$ cat src/rtl/scd_pkg.sv
// Purpose: shared constants and types for the system clock select/divider block
// Assumes: registers written through a simple byte write port from the cpu core
// Notes: offsets are the printed byte addresses of the register map
package scd_pkg;
  // ---------------------------------------------------------------
  // register map
  // ---------------------------------------------------------------
  localparam logic [15:0] OSC_PIN_MODE_GAIN_ADDR = 16'hFF9F;
  localparam logic [15:0] CPU_CLOCK_DIVIDER_ADDR = 16'hFFFB;
  localparam logic [15:0] INTERNAL_OSC_MODE_ADDR = 16'hFFA0;
  localparam logic [15:0] MAIN_CLOCK_MODE_ADDR = 16'hFFA1;
  localparam logic [15:0] MAIN_OSC_CONTROL_ADDR = 16'hFFA2;
  localparam logic [7:0] OSC_PIN_MODE_GAIN_RST = 8'h00;
  localparam logic [7:0] CPU_CLOCK_DIVIDER_RST = 8'h01;
  localparam logic [7:0] INTERNAL_OSC_MODE_RST = 8'h00;
  localparam logic [7:0] MAIN_CLOCK_MODE_RST = 8'h00;
  localparam logic [7:0] MAIN_OSC_CONTROL_RST = 8'h80;
  // ---------------------------------------------------------------
  // field positions
  // ---------------------------------------------------------------
  localparam int EXTERNAL_CLOCK_SELECT_POS = 7;
  localparam int OSCILLATOR_SELECT_POS = 6;
  localparam int GAIN_RANGE_BIT_POS = 0;
  localparam int HIGH_SPEED_STOP_BIT_POS = 7;
  localparam int HIGH_SPEED_OSC_STABLE_POS = 7;
  localparam int LOW_SPEED_OSC_STOP_POS = 1;
  localparam int INTERNAL_HIGH_OSC_STOP_POS = 0;
  localparam int HIGH_SPEED_SOURCE_SELECT_POS = 2;
  localparam int MAIN_CLOCK_STATUS_POS = 1;
  localparam int MAIN_SOURCE_SELECT_POS = 0;
  // ---------------------------------------------------------------
  // timing
  // ---------------------------------------------------------------
  localparam int CLK_PERIOD_NS = 100;
  localparam int GAIN_HOLD_MIN_NS = 4060;
  localparam int GAIN_HOLD_CYCLES = (GAIN_HOLD_MIN_NS + CLK_PERIOD_NS - 1) / CLK_PERIOD_NS;
  localparam int EXT_HOLD_EDGES = 160;
  localparam int HOLD_CNT_W = 8;
  localparam int DIV_CNT_W = 4;
  localparam logic [7:0] INTERNAL_OSC_SETTLE_CYCLES = 8'h20;

  typedef enum logic [1:0] {
    SCD_RUN = 2'b00,
    SCD_HOLD_INT = 2'b01,
    SCD_HOLD_EXT = 2'b10,
    SCD_HOLD_STAB = 2'b11
  } scd_hold_e;

  typedef struct packed {
    logic crystal_osc_enable;
    logic internal_high_osc_enable;
    logic external_clock_enable;
    logic low_speed_osc_enable;
    logic crystal_pin_a_port_mode;
    logic crystal_pin_b_port_mode;
  } scd_osc_ctrl_s;
endpackage

$ cat src/rtl/scd_clock_ctrl.sv
// Purpose: main clock source select, pin mode, gain and cpu clock divider
// Assumes: oscillator clocks arrive as enable-rate levels sampled on ref_clk_in
// Notes: cpu clock is delivered as a one-cycle enable pulse, glitch-free by design
`timescale 1ns/100ps
`default_nettype none

// Behaviour
// - after reset the cpu runs from the internal high-speed oscillator
// - crystal oscillator stops on stop mode or high-speed stop bit
// - internal high-speed oscillator stops on stop mode or its stop bit
// - external clock input gated off in stop mode or when disabled
// - main clock source chosen by main clock mode register
// - low-speed oscillator runs after every reset release without software
// - low-speed stop honoured only when option byte permits software stop
// - low-speed clock never reaches cpu; only watchdog and timer one
// - pin mode and gain register resets to zero, byte or bit writable
// - gain bit accepts one change per reset release only
// - gain bit set gates cpu clock 4.06 us crystal or 160 external edges
// - stop release with gain set holds cpu clock likewise
// - stop release with crystal and gain set waits for stabilization count instead of the hold
// - divider register resets to divide by two, codes give 1 to 16
// - high-speed stop bit stops crystal or blocks external pin
// - main clock mode register resets to zero selecting internal clock
// - oscillator stable bit reads zero after reset then sets itself
module scd_clock_ctrl
  import scd_pkg::*;
(
  input wire logic ref_clk_in,
  input wire logic rst_n_in,
  input wire logic wr_en_in,
  input wire logic [15:0] wr_addr_in,
  input wire logic [7:0] wr_data_in,
  input wire logic [15:0] rd_addr_in,
  input wire logic stop_mode_in,
  input wire logic low_speed_sw_stop_allowed_in,
  input wire logic internal_high_clk_in,
  input wire logic crystal_clk_in,
  input wire logic external_clk_in,
  input wire logic low_speed_clk_in,
  input wire logic stab_count_done_in,
  output logic [7:0] rd_data_out,
  output logic cpu_clk_en_out,
  output logic periph_clk_en_out,
  output logic watchdog_clk_en_out,
  output logic timer_one_low_clk_en_out,
  output logic stab_count_start_out,
  output scd_osc_ctrl_s osc_ctrl_out
);
  // ---------------------------------------------------------------
  // registers
  // ---------------------------------------------------------------
  logic [7:0] osc_pin_mode_gain_reg, osc_pin_mode_gain_next;
  logic [7:0] cpu_clock_divider_reg, cpu_clock_divider_next;
  logic [7:0] internal_osc_mode_reg, internal_osc_mode_next;
  logic [7:0] main_clock_mode_reg, main_clock_mode_next;
  logic [7:0] main_osc_control_reg, main_osc_control_next;
  logic gain_locked_reg, gain_locked_next;
  logic [7:0] settle_cnt_reg, settle_cnt_next;
  logic stop_mode_reg;
  scd_hold_e hold_state_reg, hold_state_next;
  logic [HOLD_CNT_W-1:0] hold_cnt_reg, hold_cnt_next;
  logic [DIV_CNT_W-1:0] div_cnt_reg, div_cnt_next;
  logic [2:0] div_sel_reg, div_sel_next;
  logic src_sel_reg, src_sel_next;
  logic [7:0] rd_data_next;
  logic crystal_prev_reg, external_prev_reg, internal_prev_reg, low_prev_reg;
  logic stab_start_reg, stab_start_next;

  function automatic logic [DIV_CNT_W-1:0] div_last(input logic [2:0] code);
    unique case (code)
      3'h0: div_last = 4'h0;
      3'h1: div_last = 4'h1;
      3'h2: div_last = 4'h3;
      3'h3: div_last = 4'h7;
      default: div_last = 4'hF;
    endcase
  endfunction

  logic ext_mode, xtal_mode, crystal_run, external_run, internal_run, low_run;
  logic high_edge, int_edge, main_edge, low_edge, ext_edge, stop_release;
  logic [7:0] wdata_pin;

  always_comb
  begin
    ext_mode = osc_pin_mode_gain_reg[EXTERNAL_CLOCK_SELECT_POS]
               & osc_pin_mode_gain_reg[OSCILLATOR_SELECT_POS];
    xtal_mode = ~osc_pin_mode_gain_reg[EXTERNAL_CLOCK_SELECT_POS]
                & osc_pin_mode_gain_reg[OSCILLATOR_SELECT_POS];
    crystal_run = xtal_mode & ~main_osc_control_reg[HIGH_SPEED_STOP_BIT_POS] & ~stop_mode_in;
    external_run = ext_mode & ~main_osc_control_reg[HIGH_SPEED_STOP_BIT_POS] & ~stop_mode_in;
    internal_run = ~internal_osc_mode_reg[INTERNAL_HIGH_OSC_STOP_POS] & ~stop_mode_in;
    low_run = ~(internal_osc_mode_reg[LOW_SPEED_OSC_STOP_POS] & low_speed_sw_stop_allowed_in);
    ext_edge = external_clk_in & ~external_prev_reg & external_run;
    high_edge = (crystal_clk_in & ~crystal_prev_reg & crystal_run) | ext_edge;
    int_edge = internal_high_clk_in & ~internal_prev_reg & internal_run;
    low_edge = low_speed_clk_in & ~low_prev_reg & low_run;
    main_edge = src_sel_reg ? high_edge : int_edge;
    stop_release = stop_mode_reg & ~stop_mode_in;
    wdata_pin = wr_data_in;
  end

  // ---------------------------------------------------------------
  // register writes
  // ---------------------------------------------------------------
  always_comb
  begin
    osc_pin_mode_gain_next = osc_pin_mode_gain_reg;
    cpu_clock_divider_next = cpu_clock_divider_reg;
    internal_osc_mode_next = internal_osc_mode_reg;
    main_clock_mode_next = main_clock_mode_reg;
    main_osc_control_next = main_osc_control_reg;
    gain_locked_next = gain_locked_reg;
    settle_cnt_next = settle_cnt_reg;
    if (wr_en_in)
    begin
      unique case (wr_addr_in)
        OSC_PIN_MODE_GAIN_ADDR:
        begin
          osc_pin_mode_gain_next[EXTERNAL_CLOCK_SELECT_POS] = wdata_pin[EXTERNAL_CLOCK_SELECT_POS];
          osc_pin_mode_gain_next[OSCILLATOR_SELECT_POS] = wdata_pin[OSCILLATOR_SELECT_POS];
          if (!gain_locked_reg
              && wdata_pin[GAIN_RANGE_BIT_POS] != osc_pin_mode_gain_reg[GAIN_RANGE_BIT_POS])
          begin
            osc_pin_mode_gain_next[GAIN_RANGE_BIT_POS] = wdata_pin[GAIN_RANGE_BIT_POS];
            gain_locked_next = 1'b1;
          end
        end
        CPU_CLOCK_DIVIDER_ADDR:
          cpu_clock_divider_next = {5'h00, wr_data_in[2:0]};
        INTERNAL_OSC_MODE_ADDR:
        begin
          internal_osc_mode_next[LOW_SPEED_OSC_STOP_POS] = wr_data_in[LOW_SPEED_OSC_STOP_POS];
          internal_osc_mode_next[INTERNAL_HIGH_OSC_STOP_POS] =
            wr_data_in[INTERNAL_HIGH_OSC_STOP_POS];
        end
        MAIN_CLOCK_MODE_ADDR:
        begin
          main_clock_mode_next[HIGH_SPEED_SOURCE_SELECT_POS] =
            wr_data_in[HIGH_SPEED_SOURCE_SELECT_POS];
          main_clock_mode_next[MAIN_SOURCE_SELECT_POS] = wr_data_in[MAIN_SOURCE_SELECT_POS];
        end
        MAIN_OSC_CONTROL_ADDR:
          main_osc_control_next[HIGH_SPEED_STOP_BIT_POS] = wr_data_in[HIGH_SPEED_STOP_BIT_POS];
        default:
        begin
        end
      endcase
    end
    if (settle_cnt_reg != INTERNAL_OSC_SETTLE_CYCLES)
      settle_cnt_next = settle_cnt_reg + 8'h01;
    internal_osc_mode_next[HIGH_SPEED_OSC_STABLE_POS] =
      (settle_cnt_reg == INTERNAL_OSC_SETTLE_CYCLES);
    // status shows the source actually feeding the cpu
    main_clock_mode_next[MAIN_CLOCK_STATUS_POS] = src_sel_reg;
  end

  // ---------------------------------------------------------------
  // cpu clock hold and divider
  // ---------------------------------------------------------------
  always_comb
  begin
    hold_state_next = hold_state_reg;
    hold_cnt_next = hold_cnt_reg;
    stab_start_next = 1'b0;
    unique case (hold_state_reg)
      SCD_RUN:
      begin
        if (osc_pin_mode_gain_next[GAIN_RANGE_BIT_POS]
            & ~osc_pin_mode_gain_reg[GAIN_RANGE_BIT_POS])
        begin
          hold_cnt_next = '0;
          if (src_sel_reg & ext_mode)
            hold_state_next = SCD_HOLD_EXT;
          else if (src_sel_reg)
            hold_state_next = SCD_HOLD_INT;
        end
        else if (stop_release & osc_pin_mode_gain_reg[GAIN_RANGE_BIT_POS])
        begin
          hold_cnt_next = '0;
          if (~src_sel_reg)
            hold_state_next = SCD_HOLD_INT;
          else if (ext_mode)
            hold_state_next = SCD_HOLD_EXT;
          else
          begin
            hold_state_next = SCD_HOLD_STAB;
            stab_start_next = 1'b1;
          end
        end
      end
      SCD_HOLD_INT:
      begin
        hold_cnt_next = hold_cnt_reg + 1'b1;
        if (hold_cnt_reg == HOLD_CNT_W'(GAIN_HOLD_CYCLES - 1))
          hold_state_next = SCD_RUN;
      end
      SCD_HOLD_EXT:
      begin
        if (ext_edge)
          hold_cnt_next = hold_cnt_reg + 1'b1;
        if (ext_edge && hold_cnt_reg == HOLD_CNT_W'(EXT_HOLD_EDGES - 1))
          hold_state_next = SCD_RUN;
      end
      SCD_HOLD_STAB:
        if (stab_count_done_in)
          hold_state_next = SCD_RUN;
    endcase
  end

  always_comb
  begin
    div_cnt_next = div_cnt_reg;
    div_sel_next = div_sel_reg;
    src_sel_next = src_sel_reg;
    cpu_clk_en_out = 1'b0;
    if (main_edge && hold_state_reg == SCD_RUN)
    begin
      if (div_cnt_reg >= div_last(div_sel_reg))
      begin
        cpu_clk_en_out = 1'b1;
        div_cnt_next = '0;
        div_sel_next = cpu_clock_divider_reg[2:0];
        src_sel_next = main_clock_mode_reg[MAIN_SOURCE_SELECT_POS];
      end
      else
        div_cnt_next = div_cnt_reg + 1'b1;
    end
    else if (!main_edge && div_cnt_reg == '0)
      src_sel_next = main_clock_mode_reg[MAIN_SOURCE_SELECT_POS];
    periph_clk_en_out = main_clock_mode_reg[HIGH_SPEED_SOURCE_SELECT_POS] ? high_edge : int_edge;
    watchdog_clk_en_out = low_edge;
    timer_one_low_clk_en_out = low_edge;
    stab_count_start_out = stab_start_reg;
    osc_ctrl_out.crystal_osc_enable = crystal_run;
    osc_ctrl_out.internal_high_osc_enable = internal_run;
    osc_ctrl_out.external_clock_enable = external_run;
    osc_ctrl_out.low_speed_osc_enable = low_run;
    osc_ctrl_out.crystal_pin_a_port_mode = ~xtal_mode;
    osc_ctrl_out.crystal_pin_b_port_mode = ~osc_pin_mode_gain_reg[OSCILLATOR_SELECT_POS];
  end

  always_comb
  begin
    unique case (rd_addr_in)
      OSC_PIN_MODE_GAIN_ADDR: rd_data_next = osc_pin_mode_gain_reg;
      CPU_CLOCK_DIVIDER_ADDR: rd_data_next = cpu_clock_divider_reg;
      INTERNAL_OSC_MODE_ADDR: rd_data_next = internal_osc_mode_reg;
      MAIN_CLOCK_MODE_ADDR: rd_data_next = main_clock_mode_reg;
      MAIN_OSC_CONTROL_ADDR: rd_data_next = main_osc_control_reg;
      default: rd_data_next = 8'h00;
    endcase
  end

  always_ff @(posedge ref_clk_in)
  begin
    if (!rst_n_in)
    begin
      osc_pin_mode_gain_reg <= OSC_PIN_MODE_GAIN_RST;
      cpu_clock_divider_reg <= CPU_CLOCK_DIVIDER_RST;
      internal_osc_mode_reg <= INTERNAL_OSC_MODE_RST;
      main_clock_mode_reg <= MAIN_CLOCK_MODE_RST;
      main_osc_control_reg <= MAIN_OSC_CONTROL_RST;
      gain_locked_reg <= 1'b0;
      settle_cnt_reg <= 8'h00;
      stop_mode_reg <= 1'b0;
      hold_state_reg <= SCD_RUN;
      hold_cnt_reg <= '0;
      div_cnt_reg <= '0;
      div_sel_reg <= CPU_CLOCK_DIVIDER_RST[2:0];
      src_sel_reg <= 1'b0;
      rd_data_out <= 8'h00;
      crystal_prev_reg <= 1'b0;
      external_prev_reg <= 1'b0;
      internal_prev_reg <= 1'b0;
      low_prev_reg <= 1'b0;
      stab_start_reg <= 1'b0;
    end
    else
    begin
      osc_pin_mode_gain_reg <= osc_pin_mode_gain_next;
      cpu_clock_divider_reg <= cpu_clock_divider_next;
      internal_osc_mode_reg <= internal_osc_mode_next;
      main_clock_mode_reg <= main_clock_mode_next;
      main_osc_control_reg <= main_osc_control_next;
      gain_locked_reg <= gain_locked_next;
      settle_cnt_reg <= settle_cnt_next;
      stop_mode_reg <= stop_mode_in;
      hold_state_reg <= hold_state_next;
      hold_cnt_reg <= hold_cnt_next;
      div_cnt_reg <= div_cnt_next;
      div_sel_reg <= div_sel_next;
      src_sel_reg <= src_sel_next;
      rd_data_out <= rd_data_next;
      crystal_prev_reg <= crystal_clk_in;
      external_prev_reg <= external_clk_in;
      internal_prev_reg <= internal_high_clk_in;
      low_prev_reg <= low_speed_clk_in;
      stab_start_reg <= stab_start_next;
    end
  end
endmodule
`default_nettype wire

$ cat config.mk
export PLATFORM = sky130hd
export DESIGN_NAME = scd_clock_ctrl
export DESIGN_NICKNAME = d
export VERILOG_FILES = /design/src/rtl/scd_pkg.sv /design/src/rtl/scd_clock_ctrl.sv
export SDC_FILE = /design/constraint.sdc
export NUM_CORES = 1
export LEC_CHECK = 0
export BUFFER_PORTS_ARGS = -buffer_cell sky130_fd_sc_hd__buf_2
export CAP_MARGIN = 20
export CORE_ASPECT_RATIO = 1.1
export CORE_MARGIN = 8
export CORE_UTILIZATION = 25
export CTS_CLUSTER_SIZE = 12
export DETAILED_ROUTE_END_ITERATION = 7
export PLACE_DENSITY = 0.44
export SLEW_MARGIN = 30
export SYNTH_ARGS = -nofsm -noshare
export SYNTH_HDL_FRONTEND = slang
export SYNTH_SLANG_ARGS = --single-unit
$ cat constraint.sdc
create_clock -name ref_clk_in -period 1.81 [get_ports ref_clk_in]
set_input_delay 0.2715 -clock ref_clk_in [delete_from_list [all_inputs] [get_ports ref_clk_in]]
set_output_delay 0.2715 -clock ref_clk_in [all_outputs]
set_load 0.02 [all_outputs]
## Word level (Yosys, flattened, before mapping)

Index checks and enable logic that the tools add are counted.

| operators by class | value |
|---|---|
| add/subtract/negate cells | 3 |
| muxes and demuxes | 29 |
| equal/unequal tests | 28 |
| reduce and logical (&&, ||, !) cells | 22 |
| magnitude comparators | 1 |
| bitwise logic cells | 37 |

Operator list:

| kind | count |
|---|---|
| equality test 16 bit, second input constant | 10 |
| case mux 8 bit (5 select lines) | 1 |
| two-way mux 8 bit | 3 |
| case mux 8 bit (3 select lines) | 1 |
| bitwise AND 1 bit | 20 |
| adder 8 x 1 -> 8 bit, second input constant | 2 |
| equality test 8 x 6 -> 1 bit, second input constant | 2 |
| two-way mux 2 bit | 8 |
| NOT 1 bit | 16 |
| case mux 4 bit (4 select lines) | 1 |
| AND reduction 2 bit | 7 |
| two-way mux 1 bit | 12 |
| equality test 8 bit, second input constant | 1 |
| two-way mux 4 bit | 2 |
| != test 2 bit, second input constant | 4 |
| != test 8 x 6 -> 1 bit, second input constant | 1 |
| case mux 2 bit (4 select lines) | 1 |
| equality test 3 x 2 -> 1 bit, second input constant | 2 |
| AND reduction 3 bit | 2 |
| AND reduction 5 bit | 1 |
| OR reduction 5 bit | 1 |
| adder 4 x 1 -> 4 bit, second input constant | 1 |
| equality test 2 bit, second input constant | 2 |
| greater-or-equal comparator 4 bit | 1 |
| 14 further kinds | 18 |

| storage, ports and cells | value |
|---|---|
| bits of input ports | 50 |
| word-level logic and storage cells | 142 |
| output and inout bits | 19 |
| bits in registers | 54 |

## Logic depth before layout (Yosys ltp)

| logic depth | value |
|---|---|
| depth in word-level cells | 12 |
| gate-level depth with buffers | 7 |
| gate-level depth less buffers | 7 |

## Least setup slack after synthesis

Ideal clock, no wire load.

| path | value |
|---|---|
| path type | flip-flop to flip-flop |
| start | register div_sel_reg[2] |
| end | register div_cnt_reg[3] |
| data arrival time | 1924 ps |
| slack | -188 ps |
| data required time | 1736 ps |
| cell stages (with the launch flop) | 7 |
| setup time | 74 ps |
| path buffers | 0 |
| period minus slack after synthesis | 1998 ps |
| path through | dfxtp_1 or3_1 ha_1 o21ai_0 a211oi_1 or4_1 a31oi_1 |

| between the ends | value |
|---|---|
| word-level cells in the longest chain between the ends | 5 |
| elaborated cells on any way between the ends | 8 |
| those cells by class | order compare (1); eq/ne (3); mux (3); reduce/logical (1) |

RTL lines:

| what | line | text |
|---|---|---|
| start, declared | scd_clock_ctrl.sv:63 | `logic [2:0] div_sel_reg, div_sel_next;` |
| start signal, assigned | scd_clock_ctrl.sv:269 | `div_sel_reg <= CPU_CLOCK_DIVIDER_RST[2:0];` |
| start signal, assigned | scd_clock_ctrl.sv:291 | `div_sel_reg <= div_sel_next;` |
| equality test 3 x 2 -> 1 bit, or another cell as far along | scd_clock_ctrl.sv:70 | `unique case (code)` |
| case mux 4 bit (4 select lines) * | scd_clock_ctrl.sv:70 |  |
| two-way mux 4 bit * | scd_clock_ctrl.sv:216 | `if (main_edge && hold_state_reg == SCD_RUN)` |
| greater-or-equal comparator 4 bit * | scd_clock_ctrl.sv:218 | `if (div_cnt_reg >= div_last(div_sel_reg))` |
| two-way mux 4 bit * | scd_clock_ctrl.sv:218 |  |
| end signal, assigned | scd_clock_ctrl.sv:290 | `div_cnt_reg <= div_cnt_next;` |
| end, declared | scd_clock_ctrl.sv:62 | `logic [DIV_CNT_W-1:0] div_cnt_reg, div_cnt_next;` |

Mark *: on every way between the ends. The rest lies on a longest branch, timed or not. The select of a mux whose other input is x is not followed.
A chain may end at the register's enable or synchronous reset.

## Worst setup path after layout

| path | value |
|---|---|
| start | register div_sel_reg[1] |
| end | output cpu_clk_en_out |

| between the ends | value |
|---|---|
| word-level cells in the longest chain between the ends | 6 |
| elaborated cells on any way between the ends | 9 |
| those cells by class | order compare (1); eq/ne (3); mux (4); reduce/logical (1) |

RTL lines:

| what | line | text |
|---|---|---|
| equality test 3 x 2 -> 1 bit, or another cell as far along | scd_clock_ctrl.sv:70 |  |
| case mux 4 bit (4 select lines) * | scd_clock_ctrl.sv:70 |  |
| two-way mux 4 bit * | scd_clock_ctrl.sv:216 |  |
| greater-or-equal comparator 4 bit * | scd_clock_ctrl.sv:218 |  |
| two-way mux 1 bit * | scd_clock_ctrl.sv:218 |  |
| two-way mux 1 bit * | scd_clock_ctrl.sv:216 |  |
| end, declared | scd_clock_ctrl.sv:42 | `output logic cpu_clk_en_out,` |

Marked as above.

==> results_dict.tcl <==
set metrics [dict create \
    dr.first_iter.drc_count 135 \
    status "complete, but fails checks" \
    min_period_ns 2.127 \
    drive_gt1_share_pct 34.11 \
    critPathMaxStageDelay_ns 0.39 \
    layout.cells.non_filler 578 \
    finalClockSkew_ns 0.006755 \
    crit_cells 6 \
    syn-cell-area_um2 2789 \
    io_buffers 62 \
    drt.antenna.violating_nets 0 \
    worstSetupPathType "flip-flop to output pin" \
    grt_util_met2_pct 17.19 \
    synthArstFlopShare_pct 0 \
    crit_path_start_kind "flip-flop" \
    drt_first_pass_iters 6 \
    finish.net_count 494 \
    synth_area_per_cell_um2 8.375 \
    gp_congestion 0.7767 \
    die_w_um 116.7 \
    areaGrowthSynthToFinish_pct 39.12 \
    regToRegStartpoint "div_sel_reg[1]" \
    slew_viol_final 0 \
    cts_tree "built" \
    ys_types 56 \
    hold_viol 0 \
    grt_pass1_wl_mm 12.97 \
    crit_fanout 2 \
    setup_ws_ns -0.3167 \
    violations "setup timing" \
    post-route-util_pct 35.56 \
    critical_path_arrival_ns 1.86 \
    grt.busiest_layer "met2" \
    timing.fmax_ghz 0.4702 \
    r2r_cells 9 \
    synth-seq-cells 51 \
    hp-class "primary input to flip-flop" \
    finalWirelength_mm 8.048 \
    synth_top_cell_by_area "dfxtp_1" \
    ys_seq_area_share_pct 36.61 \
    ys_warn_count 0 \
    rsz0062_at_grt "true" \
    rows 40 \
    synth_top_area_share_pct 36.61 \
    clk-insertion-delay-late_ns 0.30 \
    grt_max_degree 25 \
    synth.area.top_cells "dfxtp_1 37%, ha_1 6.3%, nand2_1 5.4%" \
    core_area_um2 10910 \
    dp_hpwl_mm 6.283 \
    cp-endpoint "cpu_clk_en_out" \
    gr-total-overflow 0 \
    r2r-end "div_sel_reg[2]" \
    synth_cells 333 \
    diodes 0 \
    grt_util_met3_pct 2.326 \
    reg2reg_slack_ns -0.22 \
    antenna_found_initial 0 \
    die-area_um2 14800 \
    crit_buf_inv 1 \
    dp_cells 563 \
    path_cells "or3_4 -> ha_4 -> o21ai_4 -> a211o_1 -> nor2_4 -> buf_6" \
    via_count 2646 \
    place_area_um2 3488 \
    io_pins 69 \
    cts_hold_buf 0 \
    setup_viol 10 \
    stdcell_area_um2 3880 \
    grt.met1_usage_pct 14.51 \
    cts_made_buffers 5 \
    grt_pass1_vias 2732 \
    initial_utilization_pct 25.56 \
    worstSetupEndpointType "output pin" \
    total_leakage_power_nw 1.611 \
    fin_crit_sh_pct 117.5 \
    worstSetupStartpoint "div_sel_reg[1]" \
    cpLargestDelayFamily "simple AND/OR/NAND/NOR gates" \
    clock_sinks 51 \
    clk_pin_slew_ns 0.07 \
    vias_per_cell 4.578 \
    maxCapViolCount 0 \
    htreeDepth 2 \
    whs_ns 0.1853 \
    worst_ep_required_time_ns 1.54 \
    synth_ff_type "dfxtp_1" \
    chipHeight_um 126.8 \
    slowest_stage "or3_4" \
    wl_per_cell_um 13.92 \
    synth_edf_count 0 \
    p_per_area_nw_per_um2 695.9 \
    grt_usage_pct 10.88 \
    route.detailed.drc 0 \
    cts_max_path_buffers 2 \
    root_buffer "clkbuf_16" \
    ir_drop_v 0.0003411 \
]
worst min-delay path by stage:
stage          slack, ns              from                end  depth (start not counted)
6_report            0.19  low_speed_clk_in       low_prev_reg                          2
5_1_grt             0.19   external_clk_in  external_prev_reg                          2
4_1_cts             0.18  low_speed_clk_in       low_prev_reg                          2
3_5_place_dp        0.49   external_clk_in  external_prev_reg                          2
3_3_place_gp        0.48   gain_locked_reg    gain_locked_reg                          2
2_1_floorplan       0.39    crystal_clk_in   crystal_prev_reg                          1
cells in the final DEF (no fill, tap or decap), types with 7 or more instances in the layout:
cell,n
and3_1,7
nor2_1,25
buf_4,36
a21oi_1,10
mux2i_1,12
inv_1,16
nand3_1,22
dfxtp_1,48
nand2_1,40
ha_1,12
buf_2,60
per-layer routing:
layer / part of all wire, % / vias up
li1: - / 1377
met1: 50 / 1212
met2: 46 / 49
met3: 3.2 / 8
met4: 1.2 / 0
met5: 0 / -
power by group:
group	leakage (nW)	internal [W]	total, W	switching [W]
Combinational	1.11	0.000229	0.000441	0.000212
Clock	0.0844	0.000660	0.00111	0.000447
Sequential	0.414	0.00114	0.00115	0.0000129
Total	1.61	0.00203	0.00270	0.000672
cell usage after synthesis, drive strengths merged, types with 6 or more instances:
cell type and n:
mux2i 12, and2 6, clkbuf 6, inv 16
buf 9, nand3 26, a21oi 15, nor3 8
xor2 6, nand3b 7, nor2 26, and3 7
dfxtp 51, ha 14, o21ai 12, o211ai 6
nand2 41
through the flow:
stage,total power (W),TNS [ns],worst slack [ns]
6_report,0.002700,-1.938,-0.3167
5_1_grt,0.002812,-2.608,-0.3699
4_1_cts,0.002687,-2.540,-0.3531
3_5_place_dp,0.001489,-0.3439,-0.09205
3_3_place_gp,0.001486,-0.3247,-0.08980
2_1_floorplan,0.001341,0,0.01264
cell families (layout without fill, tap and decap cells):
family	after synthesis	count (layout)	synth area share, %
DFF	51	51	36.61
buffers and inverters	31	127	5.249
adders and majority gates	14	14	6.281
AOI/OAI and AO/OA	55	55	12.97
xor gates and xnor gates	8	8	2.512
muxes	14	14	5.115
other	1	3	0.1345
and+or+nand+nor	159	159	31.13
timing repair:
| action | 4_1_cts | 5_1_grt |
|---|---|---|
| pin swaps | 5 | 13 |
| endpoints found under the hold margin | 0 | 0 |
| resized for setup | 18 | 22 |
| setup endpoints to repair | 8 | 12 |
| buffers inserted | 5 | 4 |
layout make-up:
type / count / area (µm²)
clock buffers: 5 / 125.1
clock inverters: 3 / 47.55
fillers: 1187 / 7030
inverters: 16 / 60.06
multi-input cells: 253 / 1780
flip-flops and latches: 51 / 1025
well taps: 147 / 183.9
repair buffers: 103 / 658.1
(Power assumes the default switching activity.)
